$ cat src/hw/mfbc_pkg.sv
// Purpose: shared constants and carriers for the motor fault and brake block
// Assumes: 250 MHz clock, register port with one-cycle read latency
// Notes:   offsets are word indices on the plain register port
package mfbc_pkg;

  // ----------------------------------------------------------------
  // register map
  // ----------------------------------------------------------------
  localparam logic [3:0] ADDR_CTRL   = 4'h0;
  localparam logic [3:0] ADDR_STATUS = 4'h1;
  localparam logic [3:0] ADDR_MAP    = 4'h2;
  localparam logic [3:0] ADDR_FRESET = 4'h3;
  localparam logic [3:0] ADDR_MODE   = 4'h4;
  localparam logic [3:0] ADDR_FAULT  = 4'h5;

  // ctrl bits
  localparam int CTRL_ENABLE_BIT   = 0;
  localparam int CTRL_GND_CHK_BIT  = 1;

  // mode register: bits 3:0 mode, bit 4 keep-assignment digit (0 = keep)
  localparam int MODE_KEEP_BIT     = 4;

  localparam logic [7:0]  FRESET_MAGIC      = 8'h0A;
  localparam logic [7:0]  FAULT_NONE        = 8'h00;
  localparam logic [7:0]  OVERCURRENT_CODE  = 8'h01;

  // brake function assignment: 0 = unassigned, 1..4 = output number
  localparam logic [2:0]  MAP_NONE          = 3'h0;
  localparam logic [2:0]  MAP_FOURTH        = 3'h4;
  localparam logic [3:0]  MODE_RESET        = 4'h0;
  localparam logic [4:0]  MODE_REG_RESET    = 5'h00;

  localparam logic [1:0]  MAX_FAILS         = 2'h3;
  localparam int          LOCKOUT_S         = 60;
  localparam int          CLK_HZ            = 250_000_000;
  localparam longint      LOCKOUT_CYCLES    = longint'(LOCKOUT_S) * CLK_HZ;

  typedef struct packed {
    logic       wr;
    logic       rd;
    logic [3:0] addr;
    logic [31:0] wdata;
  } mfbc_bus_t;

  typedef struct packed {
    logic       phase_uv;
    logic       phase_vw;
    logic       phase_wu;
    logic       gnd_u;
    logic       gnd_v;
    logic       gnd_w;
  } mfbc_sense_t;

endpackage

$ cat src/hw/mfbc_top.sv
// Purpose: motor short supervision, power-stage gating and brake output
// Assumes: all inputs but the async NRST synchronous to REF_CLK; plain register port
// Notes:   brake release on the mapped output is active high
//
// Contract
// RULE1: phase-to-phase shorts are supervised all the time.
// RULE2: phase-to-ground shorts are supervised unless the variant lacks it.
// RULE3: dc bus, braking resistor and brake wire shorts are not detected.
// RULE4: a detected short disables the power stage at once.
// RULE5: a detected short records and reports the over-current fault code.
// RULE6: once the cause is gone the operator may request re-enable.
// RULE7: after three failed resets in a row, resets are refused a minute.
// RULE8: the brake function sits on at most one of four outputs.
// RULE9: the brake is released while enabled and applied when disabled.
// RULE10: the default brake mapping is the fourth output or none by mode.
// RULE11: writing 10 to factory reset restores default output mapping.
// RULE12: a mode change may reset mapping to the new mode's defaults.
// RULE13: with the keep digit at 0 the mapping survives a mode change.
// RULE14: the fail count clears on success or when the lockout ends.
//
// Our own choices: the register offsets and the address-and-strobe port.
`timescale 1ns/1ns
`default_nettype none
module mfbc_top #(
  parameter longint LOCK_CYCLES  = mfbc_pkg::LOCKOUT_CYCLES,
  parameter logic   GND_CHECK    = 1'b1,
  // modes whose default puts the brake function on the fourth output
  parameter logic [15:0] BRAKE_MODES = 16'h00FF
) (
  input  wire logic                  REF_CLK,
  input  wire logic                  NRST,
  input  wire logic                  REG_WR,
  input  wire logic                  REG_RD,
  input  wire logic [3:0]            REG_ADDR,
  input  wire logic [31:0]           REG_WDATA,
  output logic      [31:0]           REG_RDATA,
  input  wire mfbc_pkg::mfbc_sense_t SHORT_SENSE,
  input  wire logic                  MODE_SWITCH_POSITION_INPUT,
  input  wire logic [3:0]            MODE_SWITCH_VALUE,
  output logic                       POWER_STAGE_EN,
  output logic [3:0]                 DIGITAL_OUTPUT,
  output logic [7:0]                 FAULT_CODE
);

  // ----------------------------------------------------------------
  // state
  // ----------------------------------------------------------------
  typedef enum logic [1:0] {
    ST_OFF   = 2'b00,
    ST_ON    = 2'b01,
    ST_FAULT = 2'b10
  } mfbc_pst_t;

  typedef struct packed {
    mfbc_pst_t   pst;
    logic [7:0]  fault;
    logic [2:0]  brake_map;
    logic [3:0]  other_do;
    logic [4:0]  mode;
    logic        gnd_chk;
    logic [31:0] rdata;
  } mfbc_state_t;

  mfbc_state_t s_q;
  mfbc_state_t s_d;

  mfbc_pkg::mfbc_bus_t bus;
  logic       trip;
  logic       locked;
  logic [1:0] fail_cnt;
  logic       en_req;
  logic       reset_fail;
  logic       reset_ok;
  logic       mode_chg;
  logic [3:0] new_mode;
  logic [2:0] def_map;
  logic [3:0] brake_vec;
  logic       wr_ctrl;
  logic       wr_map;
  logic       wr_freset;
  logic       wr_mode;
  logic       freset_ok;
  logic       stop_req;
  logic [3:0] brake_sel;
  logic [31:0] ctrl_word;
  logic [31:0] status_word;
  logic [31:0] map_word;
  logic [31:0] mode_word;
  logic [31:0] fault_word;

  assign bus.wr    = REG_WR;
  assign bus.rd    = REG_RD;
  assign bus.addr  = REG_ADDR;
  assign bus.wdata = REG_WDATA;

  // ----------------------------------------------------------------
  // register decode
  // ----------------------------------------------------------------
  // one write strobe per writable register, shared by all next-state logic
  assign wr_ctrl   = bus.wr && (bus.addr == mfbc_pkg::ADDR_CTRL);
  assign wr_map    = bus.wr && (bus.addr == mfbc_pkg::ADDR_MAP);
  assign wr_freset = bus.wr && (bus.addr == mfbc_pkg::ADDR_FRESET);
  assign wr_mode   = bus.wr && (bus.addr == mfbc_pkg::ADDR_MODE);
  // only the restore value in the low byte acts; the upper bits are not compared
  assign freset_ok = wr_freset
                     && (bus.wdata[7:0] == mfbc_pkg::FRESET_MAGIC); // RULE11
  // a control write with the enable bit low switches the stage off
  assign stop_req  = wr_ctrl && !bus.wdata[mfbc_pkg::CTRL_ENABLE_BIT];

  // ----------------------------------------------------------------
  // submodules
  // ----------------------------------------------------------------
  mfbc_short_det u_det (
    .clk        (REF_CLK),
    .rst_n      (NRST),
    .sense      (SHORT_SENSE),
    .gnd_chk_en (s_q.gnd_chk),
    .trip       (trip)
  );

  mfbc_lockout #(
    .LOCK_CYCLES (LOCK_CYCLES)
  ) u_lock (
    .clk      (REF_CLK),
    .rst_n    (NRST),
    .fail     (reset_fail),
    .success  (reset_ok),
    .locked   (locked),
    .fail_cnt (fail_cnt)
  );

  // ----------------------------------------------------------------
  // enable request and its outcome
  // ----------------------------------------------------------------
  // an enable write is the operator's re-enable request
  assign en_req = wr_ctrl && bus.wdata[mfbc_pkg::CTRL_ENABLE_BIT]; // RULE6
  // a request in fault while the short persists counts as a failed reset; requests while locked do not
  assign reset_fail = en_req && !locked
                      && (s_q.pst == ST_FAULT) && trip; // RULE7
  assign reset_ok   = en_req && !locked && !trip
                      && (s_q.pst != ST_ON); // RULE14

  // mode change from register or mode-switch input
  always_comb begin
    mode_chg = 1'b0;
    new_mode = s_q.mode[3:0];
    if (wr_mode) begin
      mode_chg = (bus.wdata[3:0] != s_q.mode[3:0]);
      new_mode = bus.wdata[3:0];
    end else if (MODE_SWITCH_POSITION_INPUT) begin
      mode_chg = (MODE_SWITCH_VALUE != s_q.mode[3:0]);
      new_mode = MODE_SWITCH_VALUE;
    end
  end

  // default mapping: fourth output or unassigned, per mode
  // one place decides the factory mapping, so restore and mode change agree
  function automatic logic [2:0] factory_map(input logic [3:0] md);
    logic [2:0] m;
    m = mfbc_pkg::MAP_NONE;
    if (BRAKE_MODES[md]) begin
      m = mfbc_pkg::MAP_FOURTH;
    end
    return m;
  endfunction

  assign def_map = factory_map(new_mode); // RULE10

  // ----------------------------------------------------------------
  // read words
  // ----------------------------------------------------------------
  // each word is built field by field; unused bits read as zero
  always_comb begin
    ctrl_word   = 32'h0;
    status_word = 32'h0;
    map_word    = 32'h0;
    mode_word   = 32'h0;
    fault_word  = 32'h0;
    ctrl_word[mfbc_pkg::CTRL_ENABLE_BIT]  = (s_q.pst == ST_ON);
    ctrl_word[mfbc_pkg::CTRL_GND_CHK_BIT] = s_q.gnd_chk;
    // live trip beside the latched fault, so software sees the cause go
    status_word[0]   = (s_q.pst == ST_FAULT);
    status_word[1]   = trip;
    status_word[2]   = locked;
    status_word[4:3] = fail_cnt;
    map_word[2:0]    = s_q.brake_map;
    map_word[11:8]   = s_q.other_do;
    mode_word[4:0]   = s_q.mode;
    fault_word[7:0]  = s_q.fault;
  end

  // ----------------------------------------------------------------
  // next state
  // ----------------------------------------------------------------
  always_comb begin
    s_d = s_q;
    s_d.gnd_chk = GND_CHECK; // RULE2

    case (s_q.pst)
      ST_OFF: begin
        if (reset_ok) begin
          s_d.pst = ST_ON;
        end
      end
      ST_ON: begin
        if (stop_req) begin
          s_d.pst = ST_OFF;
        end
      end
      ST_FAULT: begin
        if (reset_ok) begin
          s_d.pst   = ST_ON; // RULE6
          s_d.fault = mfbc_pkg::FAULT_NONE;
        end
      end
      default: begin
        s_d.pst = ST_OFF;
      end
    endcase

    // a short overrides every power-state and fault-code change, even a same-cycle enable
    if (trip) begin
      s_d.pst   = ST_FAULT; // RULE4
      s_d.fault = mfbc_pkg::OVERCURRENT_CODE; // RULE5
    end

    // brake mapping: value 1..4 selects one output, others unassigned
    if (wr_map) begin
      s_d.brake_map = (bus.wdata[2:0] > 3'h4) ? mfbc_pkg::MAP_NONE
                                              : bus.wdata[2:0]; // RULE8
      s_d.other_do  = bus.wdata[11:8];
    end

    // restore wins over a plain mapping write in the same cycle
    if (freset_ok) begin
      s_d.brake_map = factory_map(s_q.mode[3:0]); // RULE11
      s_d.other_do  = 4'h0; // RULE11
    end

    if (wr_mode) begin
      s_d.mode[mfbc_pkg::MODE_KEEP_BIT] = bus.wdata[mfbc_pkg::MODE_KEEP_BIT];
    end
    if (mode_chg) begin
      s_d.mode[3:0] = new_mode;
      // keep digit is taken from the same write when there is one
      if (s_d.mode[mfbc_pkg::MODE_KEEP_BIT]) begin
        s_d.brake_map = def_map; // RULE12
        s_d.other_do  = 4'h0; // RULE12
      end // RULE13
    end

    // read data stands one cycle after the strobe
    s_d.rdata = 32'h0;
    if (bus.rd) begin
      case (bus.addr)
        mfbc_pkg::ADDR_CTRL: begin
          s_d.rdata = ctrl_word;
        end
        mfbc_pkg::ADDR_STATUS: begin
          s_d.rdata = status_word;
        end
        mfbc_pkg::ADDR_MAP: begin
          s_d.rdata = map_word;
        end
        mfbc_pkg::ADDR_MODE: begin
          s_d.rdata = mode_word;
        end
        mfbc_pkg::ADDR_FAULT: begin
          s_d.rdata = fault_word; // RULE5
        end
        default: begin
          s_d.rdata = 32'h0;
        end
      endcase
    end
  end

  always_ff @(posedge REF_CLK or negedge NRST) begin
    if (!NRST) begin
      s_q.pst       <= ST_OFF;
      s_q.fault     <= mfbc_pkg::FAULT_NONE;
      // reset mapping follows the reset mode's factory default
      s_q.brake_map <= BRAKE_MODES[mfbc_pkg::MODE_RESET] ? mfbc_pkg::MAP_FOURTH
                                                         : mfbc_pkg::MAP_NONE;
      s_q.other_do  <= 4'h0;
      s_q.mode      <= mfbc_pkg::MODE_REG_RESET;
      s_q.gnd_chk   <= 1'b0;
      s_q.rdata     <= 32'h0;
    end else begin
      s_q <= s_d;
    end
  end

  // ----------------------------------------------------------------
  // outputs
  // ----------------------------------------------------------------
  // shorts to dc bus, brake resistor or brake wires have no sense input
  // RULE3
  // the trip gates the stage combinationally so no cycle is lost
  assign POWER_STAGE_EN = (s_q.pst == ST_ON) && !trip; // RULE4

  genvar gi;
  generate
    for (gi = 0; gi < 4; gi++) begin : g_do
      // one compare per pin, so the function can sit on one output only
      assign brake_sel[gi] = (s_q.brake_map == 3'(gi + 1)); // RULE8
      assign brake_vec[gi] = brake_sel[gi] && POWER_STAGE_EN; // RULE9
      // the brake output wins over the general-purpose value on its pin
      assign DIGITAL_OUTPUT[gi] = brake_sel[gi] ? brake_vec[gi]
                                                : s_q.other_do[gi];
    end
  endgenerate

  assign FAULT_CODE = s_q.fault; // RULE5
  assign REG_RDATA  = s_q.rdata;
endmodule
`default_nettype wire

$ cat src/hw/mfbc_short_det.sv
// Purpose: combines short-circuit comparator flags into one trip
// Assumes: sense flags are synchronous levels, high while a short is seen
// Notes:   no dc bus, braking resistor or brake wire sense is taken
`timescale 1ns/1ns
`default_nettype none
module mfbc_short_det (
  input  wire logic                 clk,
  input  wire logic                 rst_n,
  input  wire mfbc_pkg::mfbc_sense_t sense,
  input  wire logic                 gnd_chk_en,
  output logic                      trip
);
  typedef struct packed {
    logic trip;
  } mfbc_sd_state_t;

  mfbc_sd_state_t s_q;
  mfbc_sd_state_t s_d;

  always_comb begin
    s_d = s_q;
    // phase to phase, always supervised
    s_d.trip = sense.phase_uv | sense.phase_vw | sense.phase_wu; // RULE1
    // phase to ground, strapped off on the smallest variants
    if (gnd_chk_en) begin
      s_d.trip = s_d.trip | sense.gnd_u | sense.gnd_v | sense.gnd_w; // RULE2
    end
  end

  always_ff @(posedge clk or negedge rst_n) begin
    if (!rst_n) begin
      s_q <= '0;
    end else begin
      s_q <= s_d;
    end
  end

  assign trip = s_q.trip;
endmodule
`default_nettype wire

$ cat src/hw/mfbc_lockout.sv
// Purpose: counts failed power-stage resets and blocks further ones
// Assumes: fail and success are one-cycle pulses
// Notes:   lockout length is a parameter so simulation can shorten it
`timescale 1ns/1ns
`default_nettype none
module mfbc_lockout #(
  parameter longint LOCK_CYCLES = mfbc_pkg::LOCKOUT_CYCLES
) (
  input  wire logic       clk,
  input  wire logic       rst_n,
  input  wire logic       fail,
  input  wire logic       success,
  output logic            locked,
  output logic [1:0]      fail_cnt
);
  typedef struct packed {
    logic        locked;
    logic [1:0]  cnt;
    logic [39:0] timer;
  } mfbc_lk_state_t;

  mfbc_lk_state_t s_q;
  mfbc_lk_state_t s_d;

  always_comb begin
    s_d = s_q;
    if (s_q.locked) begin
      if (s_q.timer == 40'h0) begin
        s_d.locked = 1'b0;
        s_d.cnt    = 2'h0; // RULE14
      end else begin
        s_d.timer = s_q.timer - 40'h1;
      end
    end else if (success) begin
      s_d.cnt = 2'h0; // RULE14
    end else if (fail) begin
      if (s_q.cnt == mfbc_pkg::MAX_FAILS - 2'h1) begin
        s_d.cnt    = mfbc_pkg::MAX_FAILS;
        s_d.locked = 1'b1; // RULE7
        // minus one: the expiry cycle itself counts
        s_d.timer  = LOCK_CYCLES[39:0] - 40'h1;
      end else begin
        s_d.cnt = s_q.cnt + 2'h1; // RULE7
      end
    end
  end

  always_ff @(posedge clk or negedge rst_n) begin
    if (!rst_n) begin
      s_q <= '0;
    end else begin
      s_q <= s_d;
    end
  end

  assign locked   = s_q.locked;
  assign fail_cnt = s_q.cnt;
endmodule
`default_nettype wire

$ cat config.mk
export PLATFORM = sky130hd
export DESIGN_NAME = mfbc_top
export DESIGN_NICKNAME = d
export VERILOG_FILES = /design/src/hw/mfbc_pkg.sv /design/src/hw/mfbc_top.sv /design/src/hw/mfbc_short_det.sv /design/src/hw/mfbc_lockout.sv
export SDC_FILE = /design/constraint.sdc
export NUM_CORES = 1
export LEC_CHECK = 0
export BUFFER_PORTS_ARGS = -buffer_cell sky130_fd_sc_hd__buf_2
export CAP_MARGIN = 20
export CORE_MARGIN = 8
export CORE_UTILIZATION = 54
export DETAILED_ROUTE_END_ITERATION = 8
export PLACE_DENSITY_LB_ADDON = 0.1
export SETUP_SLACK_MARGIN = 0.15
export SYNTH_ARGS = -nofsm -noshare
export SYNTH_HDL_FRONTEND = slang
export SYNTH_SLANG_ARGS = --single-unit
$ cat constraint.sdc
create_clock -name REF_CLK -period 3 [get_ports REF_CLK]
set_clock_uncertainty 0.05 [all_clocks]
set_input_delay 0.45 -clock REF_CLK [delete_from_list [all_inputs] [get_ports REF_CLK]]
set_output_delay 0.45 -clock REF_CLK [all_outputs]
set_load 0.1 [all_outputs]
* Word-level counts from Yosys, hierarchy flattened
Memories as Yosys holds them, arrays and structs flattened.
Index checks and enable logic that the tools add are counted.
W data, S select, Z words.
** Storage, ports and cells
- Memories :: 2
- Flip-flop bits (word level) :: 99
- Output and inout port bits :: 45
- ROM bits :: 32
- Logic and storage cells :: 115
- Bits of input ports :: 51
** Memories
- (name not given) :: words 16, width 1, rd ports 1, clocked after memory_dff 0, wr ports 0, RTL line mfbc_top.sv:161 : if (BRAKE_MODES[md]) begin
- (name not given) :: words 16, width 1, rd ports 1, clocked after memory_dff 0, wr ports 0, RTL line mfbc_top.sv:161
** Operators by class
- Reductions and logical operators :: 32
- Magnitude comparators :: 3
- Bitwise operators :: 5
- Add/sub/neg operators :: 2
- Muxes and demuxes :: 37
- Equality and inequality tests :: 22
** Operators by type and width (count)
- $mux W40 :: 3
- $mux W43 :: 2
- $pmux W12 S5 :: 1
- $logic_not A40 Y1 :: 1
- $sub A40 B1 Y40 const B :: 1
- $mux W7 :: 4
- $mux W10 :: 2
- $logic_and A1 B1 Y1 :: 17
- $mux W1 :: 12
- $mux W12 :: 1
- $mux W3 :: 4
- $lt A4 B5 Y1 const B :: 2
- $ne A3 B2 Y1 const B :: 3
- $eq A4 B2 Y1 const B :: 2
- $eq A4 B3 Y1 const B :: 2
- $eq A8 B4 Y1 const B :: 1
- $mux W2 :: 4
- $mux W4 :: 2
- $mux W8 :: 1
- $ne A4 B4 Y1 :: 2
- $reduce_bool A2 Y1 :: 4
- $eq A3 B2 Y1 const B :: 2
- $pmux W2 S3 :: 1
- $or A1 B1 Y1 :: 5
- 16 further kinds :: 22

* Logic depth before layout (Yosys ltp)
Gate-level depths: netlist of run 1.
- Word-level depth :: 9
- Mapped depth :: 9
- Depth with buffers taken out :: 8

* Hierarchy
A second synthesis of run 1 with hierarchy kept.
** Second synthesis, totals
- Cells, all modules :: 459
- Area, all modules :: 4289.1 µm²
** By module, submodules not included
- mfbc_lockout :: instances 1, cells each 266, area an instance 2368.5 µm², sequential area each 1076.0 µm²
- mfbc_top :: instances 1, cells each 189, area an instance 1879.3 µm², sequential area each 626.9 µm²
- mfbc_short_det :: instances 1, cells each 4, area an instance 41.3 µm², sequential area each 25.0 µm²

* Worst setup path before layout of run 1
OpenSTA, ideal clock, no wires.
- Path kind :: flip-flop to output port
- Start point :: register s_q[54] (netlist name)
- End point :: output DIGITAL_OUTPUT[0]
- Path slack :: -0.137 ns
- Arrival time :: 2.637 ns
- Required time :: 2.500 ns
- Buffers on the path :: 0
- Stages on the path, launching flop included :: 4
- Cells stage by stage :: dfrtp_1 nand2b_1 nor2_1 mux2_2
** On the way
- Word-level cells in the longest chain between the ends :: 4
** Ends and longest elaborated chain
- start: declaration :: RTL line mfbc_top.sv:64 : mfbc_state_t s_q;
- $eq A2 B1 Y1 :: RTL line mfbc_top.sv:300 : assign POWER_STAGE_EN = (s_q.pst == ST_ON) && !trip;
- $logic_and A1 B1 Y1 :: RTL line mfbc_top.sv:300
- via POWER_STAGE_EN :: RTL line mfbc_top.sv:40 : output logic POWER_STAGE_EN,
- $logic_and A1 B1 Y1 :: RTL line mfbc_top.sv:307 : assign brake_vec[gi] = brake_sel[gi] && POWER_STAGE_EN;
- $mux W1 :: RTL line mfbc_top.sv:309 : assign DIGITAL_OUTPUT[gi] = brake_sel[gi] ? brake_vec[gi]
- end: declaration :: RTL line mfbc_top.sv:41 : output logic [3:0] DIGITAL_OUTPUT,
The timed path passes the listed nets, and every way through them passes these cells.

* Worst setup path after layout of run 1
- Start point :: register u_lock.s_q[35] (netlist name)
- End point :: register u_lock.s_q[9] (netlist name)
** On the way
- Word-level cells in the longest chain between the ends :: 3
** Ends and longest elaborated chain
- start: declaration :: RTL line mfbc_lockout.sv:22 : mfbc_lk_state_t s_q;
- start signal: assignment :: RTL line mfbc_lockout.sv:50 : s_q <= '0;
- start signal: assignment :: RTL line mfbc_lockout.sv:52 : s_q <= s_d;
- $logic_not A40 Y1 :: RTL line mfbc_lockout.sv:28 : if (s_q.timer == 40'h0) begin
- $ne A2 B2 Y1 (no line)
- $reduce_and A4 Y1 (no line)
Every way passes these cells.
A chain may end at the register's enable or synchronous reset.

==> results.md, run 1 <==
* Initial antenna violation count at 0
* Resize count post-CTS at 0
* Top cell type by total area after synthesis: dfrtp_1
* Iteration-0 DRC Markers at 172
* Layout cells sized above 1 at 18.9%
* XOR/XNOR share of the synthesized area at 4.34%
* N_diodes at 0
* #FFs+latches synth at 69
* Outcome: completed
* Worst Tran Pin Value at 765 ps
* Non-filler cells, final at 585
* Reg clk slew, reported paths at 80 ps
* Register area share after synthesis at 42.8%
* Fin nets at 535
* Syn_area_per_cell at 9.24 um2
* First-pass GRT wire length at 14900 um
* Max Freq at 386 MHz
* Largest net degree at the start of global routing at 38
* Worst EP arrival at 2750 ps
* Leak pwr at 1.94 nW
* DR DRC count at 0
* Global placer's final weighted congestion at 0.826
* Hold Path Class: in2async
* Synthesized area at 4040 um2
* TNS Setup at 0 ps
* Vias per std cell at 5.46
* Fill count at 659
* Post-synth top cells: 68 x dfrtp_1, 45 x nor2_1, 43 x nand2_1
* Rows at 31
* EDFF count, synth at 0
* Dpl cell area at 4230 um2
* Clk buf depth at 2
* Maximum fanout along the worst path at 7
* Power Dens Cells at 472 nW/um2
* IO buf count at 45
* DIE HEIGHT at 102 um
* WL per Instance at 14.9 um
* Total gr overflow at 0
* Dpl cells at 569
* Largest family of logic cells by synthesized area: simple AND/OR/NAND/NOR gates
* Number of global-route vias before repair at 3144
* Die area at 10500 um2
* Worst EP required at 3150 ps
* Synth cell types at 57
* Share of the synthesized area in the top cell type at 42.2%
* Ports at 96
* Crit start category: register
* TritonCTS clock tree: done
* Die width at 102 um
* FFs w/ async S/R, synth at 100%
* Synth Instances at 437
* Worst VDD drop at 0.000240 V
* Final instance area at 4430 um2
* Synth top area cells: dfrtp_1 42%, buf_4 7.4%, nor2_1 4.2%
* YS warnings at 0
* H-tree levels at 3
* Final setup violation count at 0
* Vias at 3192
* Top-count cell post-synth: dfrtp_1
* First-pass DRT Iterations at 4
* Compound-Gate Fraction of Synth Area at 13.9%
* Post-CTS Hold Fix Bufs at 0
* DP HPWL at 6410 um
* Final hold vios at 0
* Min Tclk post-route at 2590 ps
* Crit. End Element: register
* Primary FF master, synth: dfrtp_1
* Post-Synth Adder-Cell Area at 0.930%
* Clock latency on the worst-skew pair at 340 ps
* Initial Utilization at 55.6%
* Crit path kind: reg2reg
* Mux share of post-synthesis cell area at 4.12%
* RSZ-0062 raised after global routing: false
* GRT Util Overall at 17.9%
* Number of routed nets with antenna violations at 0
* Final wirelength at 8720 um
* CTS Buf Count at 9
* Setup Buffers After CTS at 0
* Maxcap violations at 0
* Slew headroom at 49.0%
* Slew Viols, Final at 0
* # clock sinks at 69
* Tcrit/Tclk final at 86.4%
* Layout area overhead at 9.67%
* Reg2Reg Depth at 7
* Core Box Area at 7250 um2
* Root Buffer Master: clkbuf_8
* Post-Synth Simple-Gate Area at 23.9%
[cell usage in the layout (no fill, tap or decap), drive strengths merged, types with 7 or more instances in the layout]
cell type	count
conb	31
dfrtp	68
nor3	14
a31oi	10
nand3	15
nor4	9
o31ai	8
buf	57
or3	9
xnor2	7
inv	8
clkbuf	13
o21ai	14
nand2	44
a21oi	23
mux2i	11
nor2	45
xor2	13
[where the power goes]
part | switching, mW | total, mW | internal [mW]
clock network | 0.344 | 0.689 | 0.345
registers | 0.0393 | 1.00 | 0.964
logic | 0.321 | 0.399 | 0.0787
total | 0.703 | 2.09 | 1.39
[cell type report]
type | instances | area, um2 | area share, %
Multi-Input combinational cell | 336 | 2040 | 46.0
Sequential cell | 69 | 1730 | 39.0
Timing Repair Buffer | 57 | 328 | 7.41
Clock buffer | 13 | 159 | 3.59
Tap cell | 99 | 124 | 2.80
Inverter | 8 | 30.0 | 0.678
Clock inverter | 3 | 20.0 | 0.452
[metrics by stage]
step                util (%)  total power, mW  hold slack (ps)  setup slack, ps
detailed placement      58.4             1.42              429              279
CTS                     60.8             2.11              154              254
global route            61.0             2.18              193              243
finish                  61.0             2.09              139              408
global placement        58.4             1.41              415              302
floorplan                  -             1.37              104              377
[per-layer routing]
metal | track usage, % | share of wire [%] | vias up
li1 | - | - | 1588
met1 | 25.1 | 48 | 1513
met2 | 26.5 | 44 | 87
met3 | 3.68 | 7.3 | 4
met4 | 6.43 | 0.63 | 0
met5 | 0 | 0 | -
[flip-flops by register name, indices dropped and copies added (netlist names)]
signal,cells
u_lock.s_q,40
FAULT_CODE,1
u_lock.locked,1
u_lock.fail_cnt,2
map_word,7
mode_word,5
u_det.trip,1
REG_RDATA,9
s_q,2
ctrl_word,1
[worst paths after layout]
path | start | endpoint | slack [ps]
setup reg to reg | u_lock.s_q[35]$_DFFE_PN0P_ | u_lock.s_q[9]$_DFFE_PN0P_ | 410
hold / removal | NRST | REG_RDATA[10]$_DFF_PN0_ | 140
hold reg to reg | u_lock.s_q[35]$_DFFE_PN0P_ | u_lock.s_q[35]$_DFFE_PN0P_ | 440
max in group asynchronous | NRST | u_lock.s_q[27]$_DFFE_PN0P_ | 2120
min in group REF_CLK | SHORT_SENSE[3] | u_det.trip$_DFF_PN0_ | 260
setup / recovery | u_lock.s_q[35]$_DFFE_PN0P_ | u_lock.s_q[9]$_DFFE_PN0P_ | 410
[cell families after synthesis]
| family | after synthesis |
|---|---|
| simple gates | 185 |
| compound gates | 81 |
| flops | 69 |
| buf+inv | 61 |
| xor+xnor | 20 |
| mux | 16 |
| fa+ha+maj | 3 |
| other cells | 2 |
[worst max-delay path, stage by stage, from the launching register on]
cell	delay, ps
dfrtp_1	400
or4_4	530
or4_4	500
o41ai_4	420
buf_4	220
or3_1	130
xor2_1	150
nor2_1	50
Power figures use the tool's default switching activity.
==> run 2, diff against run 1 <==
CORE_UTILIZATION = 47   (was 54)
==> run 2 against run 1 <==
  * Combinational power hardly changed
  * Routed wire length grew 2.4%
  * Count of clock-buffer cells in the layout is 2 lower
  * Highest routed layer unchanged
==> results.md, run 2 (synthesis gave the netlist of run 1 again) <==
* Outcome: completed
* Maxcap violations at 0 (unchanged)
* TNS Setup at 0 ps (unchanged)
* Crit. End Element: register
* First-pass DRT Iterations at 7 (+3)
* Iteration-0 DRC Markers at 186 (+8.1%)
* Clock latency on the worst-skew pair at 340 ps (about the same)
* Number of global-route vias before repair at 3134 (-0.32%)
* Total gr overflow at 0 (unchanged)
* Crit path kind: reg2reg
* TritonCTS clock tree: done
* Hold slack at 104 ps (-35.3 ps)
* H-tree levels at 3 (unchanged)
* IO buf count at 45 (unchanged)
* Max Freq at 375 MHz (-2.7%)
* Number of routed nets with antenna violations at 0 (unchanged)
* Fin nets at 537 (+0.37%)
* WL per Instance at 15.0 um (+0.72%)
* Final setup violation count at 0 (unchanged)
* Worst VDD drop at 0.000276 V (+15%)
* Final hold vios at 0 (unchanged)
* Biggest register: u_lock.s_q
* Worst EP required at 3160 ps (about the same)
* Most frequent cells in the layout: 68 x dfrtp_1, 45 x buf_2, 44 x nor2_1, 43 x nand2_1, 31 x conb_1
* # clock sinks at 69 (unchanged)
* Dpl cell area at 4250 um2 (+0.44%)
* Clk buf depth at 2 (unchanged)
* Root Buffer Master: clkbuf_8
* Layout area overhead at 10.7%
* Power Dens Cells at 486 nW/um2 (+3.0%)
* Die area at 11800 um2 (+13%)
* CTS Buf Count at 9 (unchanged)
* Final instance area at 4470 um2 (+0.90%)
* Ports at 96 (unchanged)
* Core Box Area at 8510 um2 (+17%)
* Vias per std cell at 5.43 (-0.57%)
* Min Tclk post-route at 2660 ps (+71.8 ps)
* DP HPWL at 6510 um (+1.6%)
* Commonest non-fill, non-tap cell in the layout: dfrtp_1
* Rows at 34 (+9.7%)
* Vias at 3228 (+1.1%)
* Worst Tran Pin Value at 701 ps (-64.8 ps)
* Largest net degree at the start of global routing at 42 (+11%)
* Initial Utilization at 47.4% (-8.2 points)
* Die width at 109 um (+6.1%)
* DR DRC count at 0 (unchanged)
* Worst EP arrival at 2820 ps (+70 ps)
* Reg clk slew, reported paths at 70 ps (about the same)
* Global placer's final weighted congestion at 0.838 (+1.5%)
* Final wirelength at 8930 um (+2.4%)
* Hold Path Class: in2async
* GRT Util Overall at 16.1% (-1.8 points)
* Slew Viols, Final at 0 (unchanged)
* Layout cells sized above 1 at 19.3% (+0.37 points)
* Number of flip-flops in the largest register at 40 (unchanged)
* DIE HEIGHT at 109 um (+6.1%)
* Leak pwr at 1.96 nW (+1.3%)
* RSZ-0062 raised after global routing: false
* Maximum fanout along the worst path at 7 (unchanged)
* Initial antenna violation count at 0 (unchanged)
* Place WS at 156 ps (-123 ps)
* Crit start category: register
* Slew headroom at 53.3% (+4.3 points)
* Tcrit/Tclk final at 88.8% (+2.4 points)
* First-pass GRT wire length at 15100 um (+1.6%)
* Final worst setup slack at 336 ps (-71.8 ps)
* N_diodes at 0 (unchanged)
[run 2: cell count changes in the layout (fill, tap and decap cells not counted)]
cell,before,now
buf_4,11,13
bufinv_16,0,1
clkbuf_1,2,0
clkinv_2,1,2
clkinvlp_4,2,1
nor4_1,8,9
nor4_2,1,0
[run 2: final cells by class]
class                           instances  area, um2
Timing Repair Buffer                   59        343
Tap cell                              108        135
Fill cell                             802       4040
Clock inverter                          4       47.5
Multi-Input combinational cell        336       2030
Clock buffer                           11        151
Inverter                                8       30.0
Sequential cell                        69       1730
[run 2: worst paths after layout]
kind                       slack (ps)  cells after the start                         end                  startpoint
hold / removal                    100                      1     REG_RDATA[10]$_DFF_PN0_                        NRST
min in group REF_CLK              250                      3        u_det.trip$_DFF_PN0_              SHORT_SENSE[3]
hold reg to reg                   430                      1  u_lock.s_q[23]$_DFFE_PN0P_  u_lock.s_q[23]$_DFFE_PN0P_
setup / recovery                  340                      7   u_lock.s_q[9]$_DFFE_PN0P_  u_lock.s_q[32]$_DFFE_PN0P_
setup reg to reg                  340                      7   u_lock.s_q[9]$_DFFE_PN0P_  u_lock.s_q[32]$_DFFE_PN0P_
max in group asynchronous        2140                      2   u_lock.s_q[8]$_DFFE_PN0P_                        NRST
[run 2: metal layers]
| layer | track usage (%) | vias to the layer above | wire length (um) |
|---|---|---|---|
| met5 | 0 | - | 0 |
| met4 | 4.40 | 0 | 48 |
| met3 | 4.49 | 5 | 466 |
| met2 | 24.4 | 70 | 4040 |
| met1 | 22.1 | 1565 | 4380 |
| li1 | - | 1588 | - |
[run 2: report_power, final]
| part | switching, mW | internal [mW] |
|---|---|---|
| clock | 0.347 | 0.422 |
| combinational | 0.321 | 0.0787 |
| sequential | 0.0394 | 0.964 |
| total | 0.708 | 1.46 |
[run 2: critical path, cell delays in order (launching register included)]
cell and delay (ps):
dfrtp_1 450, or4_4 580, or4_4 500, o41ai_4 450
buf_4 200, or3_1 120, xor2_1 140, nor2_1 60
[run 2: repair_timing]
item	in CTS	in global routing
resized for setup	1	1
pin swaps	1	0
buffers inserted	1	0
cloned	0	0
hold buffers	0	0
setup endpoints to repair	2	6
[run 2: through the flow]
stage                     util [%]  power, mW  std cells
after floorplan                  -       1.37        466
after global placement        50.0       1.42        579
after detailed placement      50.0       1.42        579
after CTS                     52.5       2.20        595
after global routing          52.5       2.27        595
final                         52.5       2.17        595
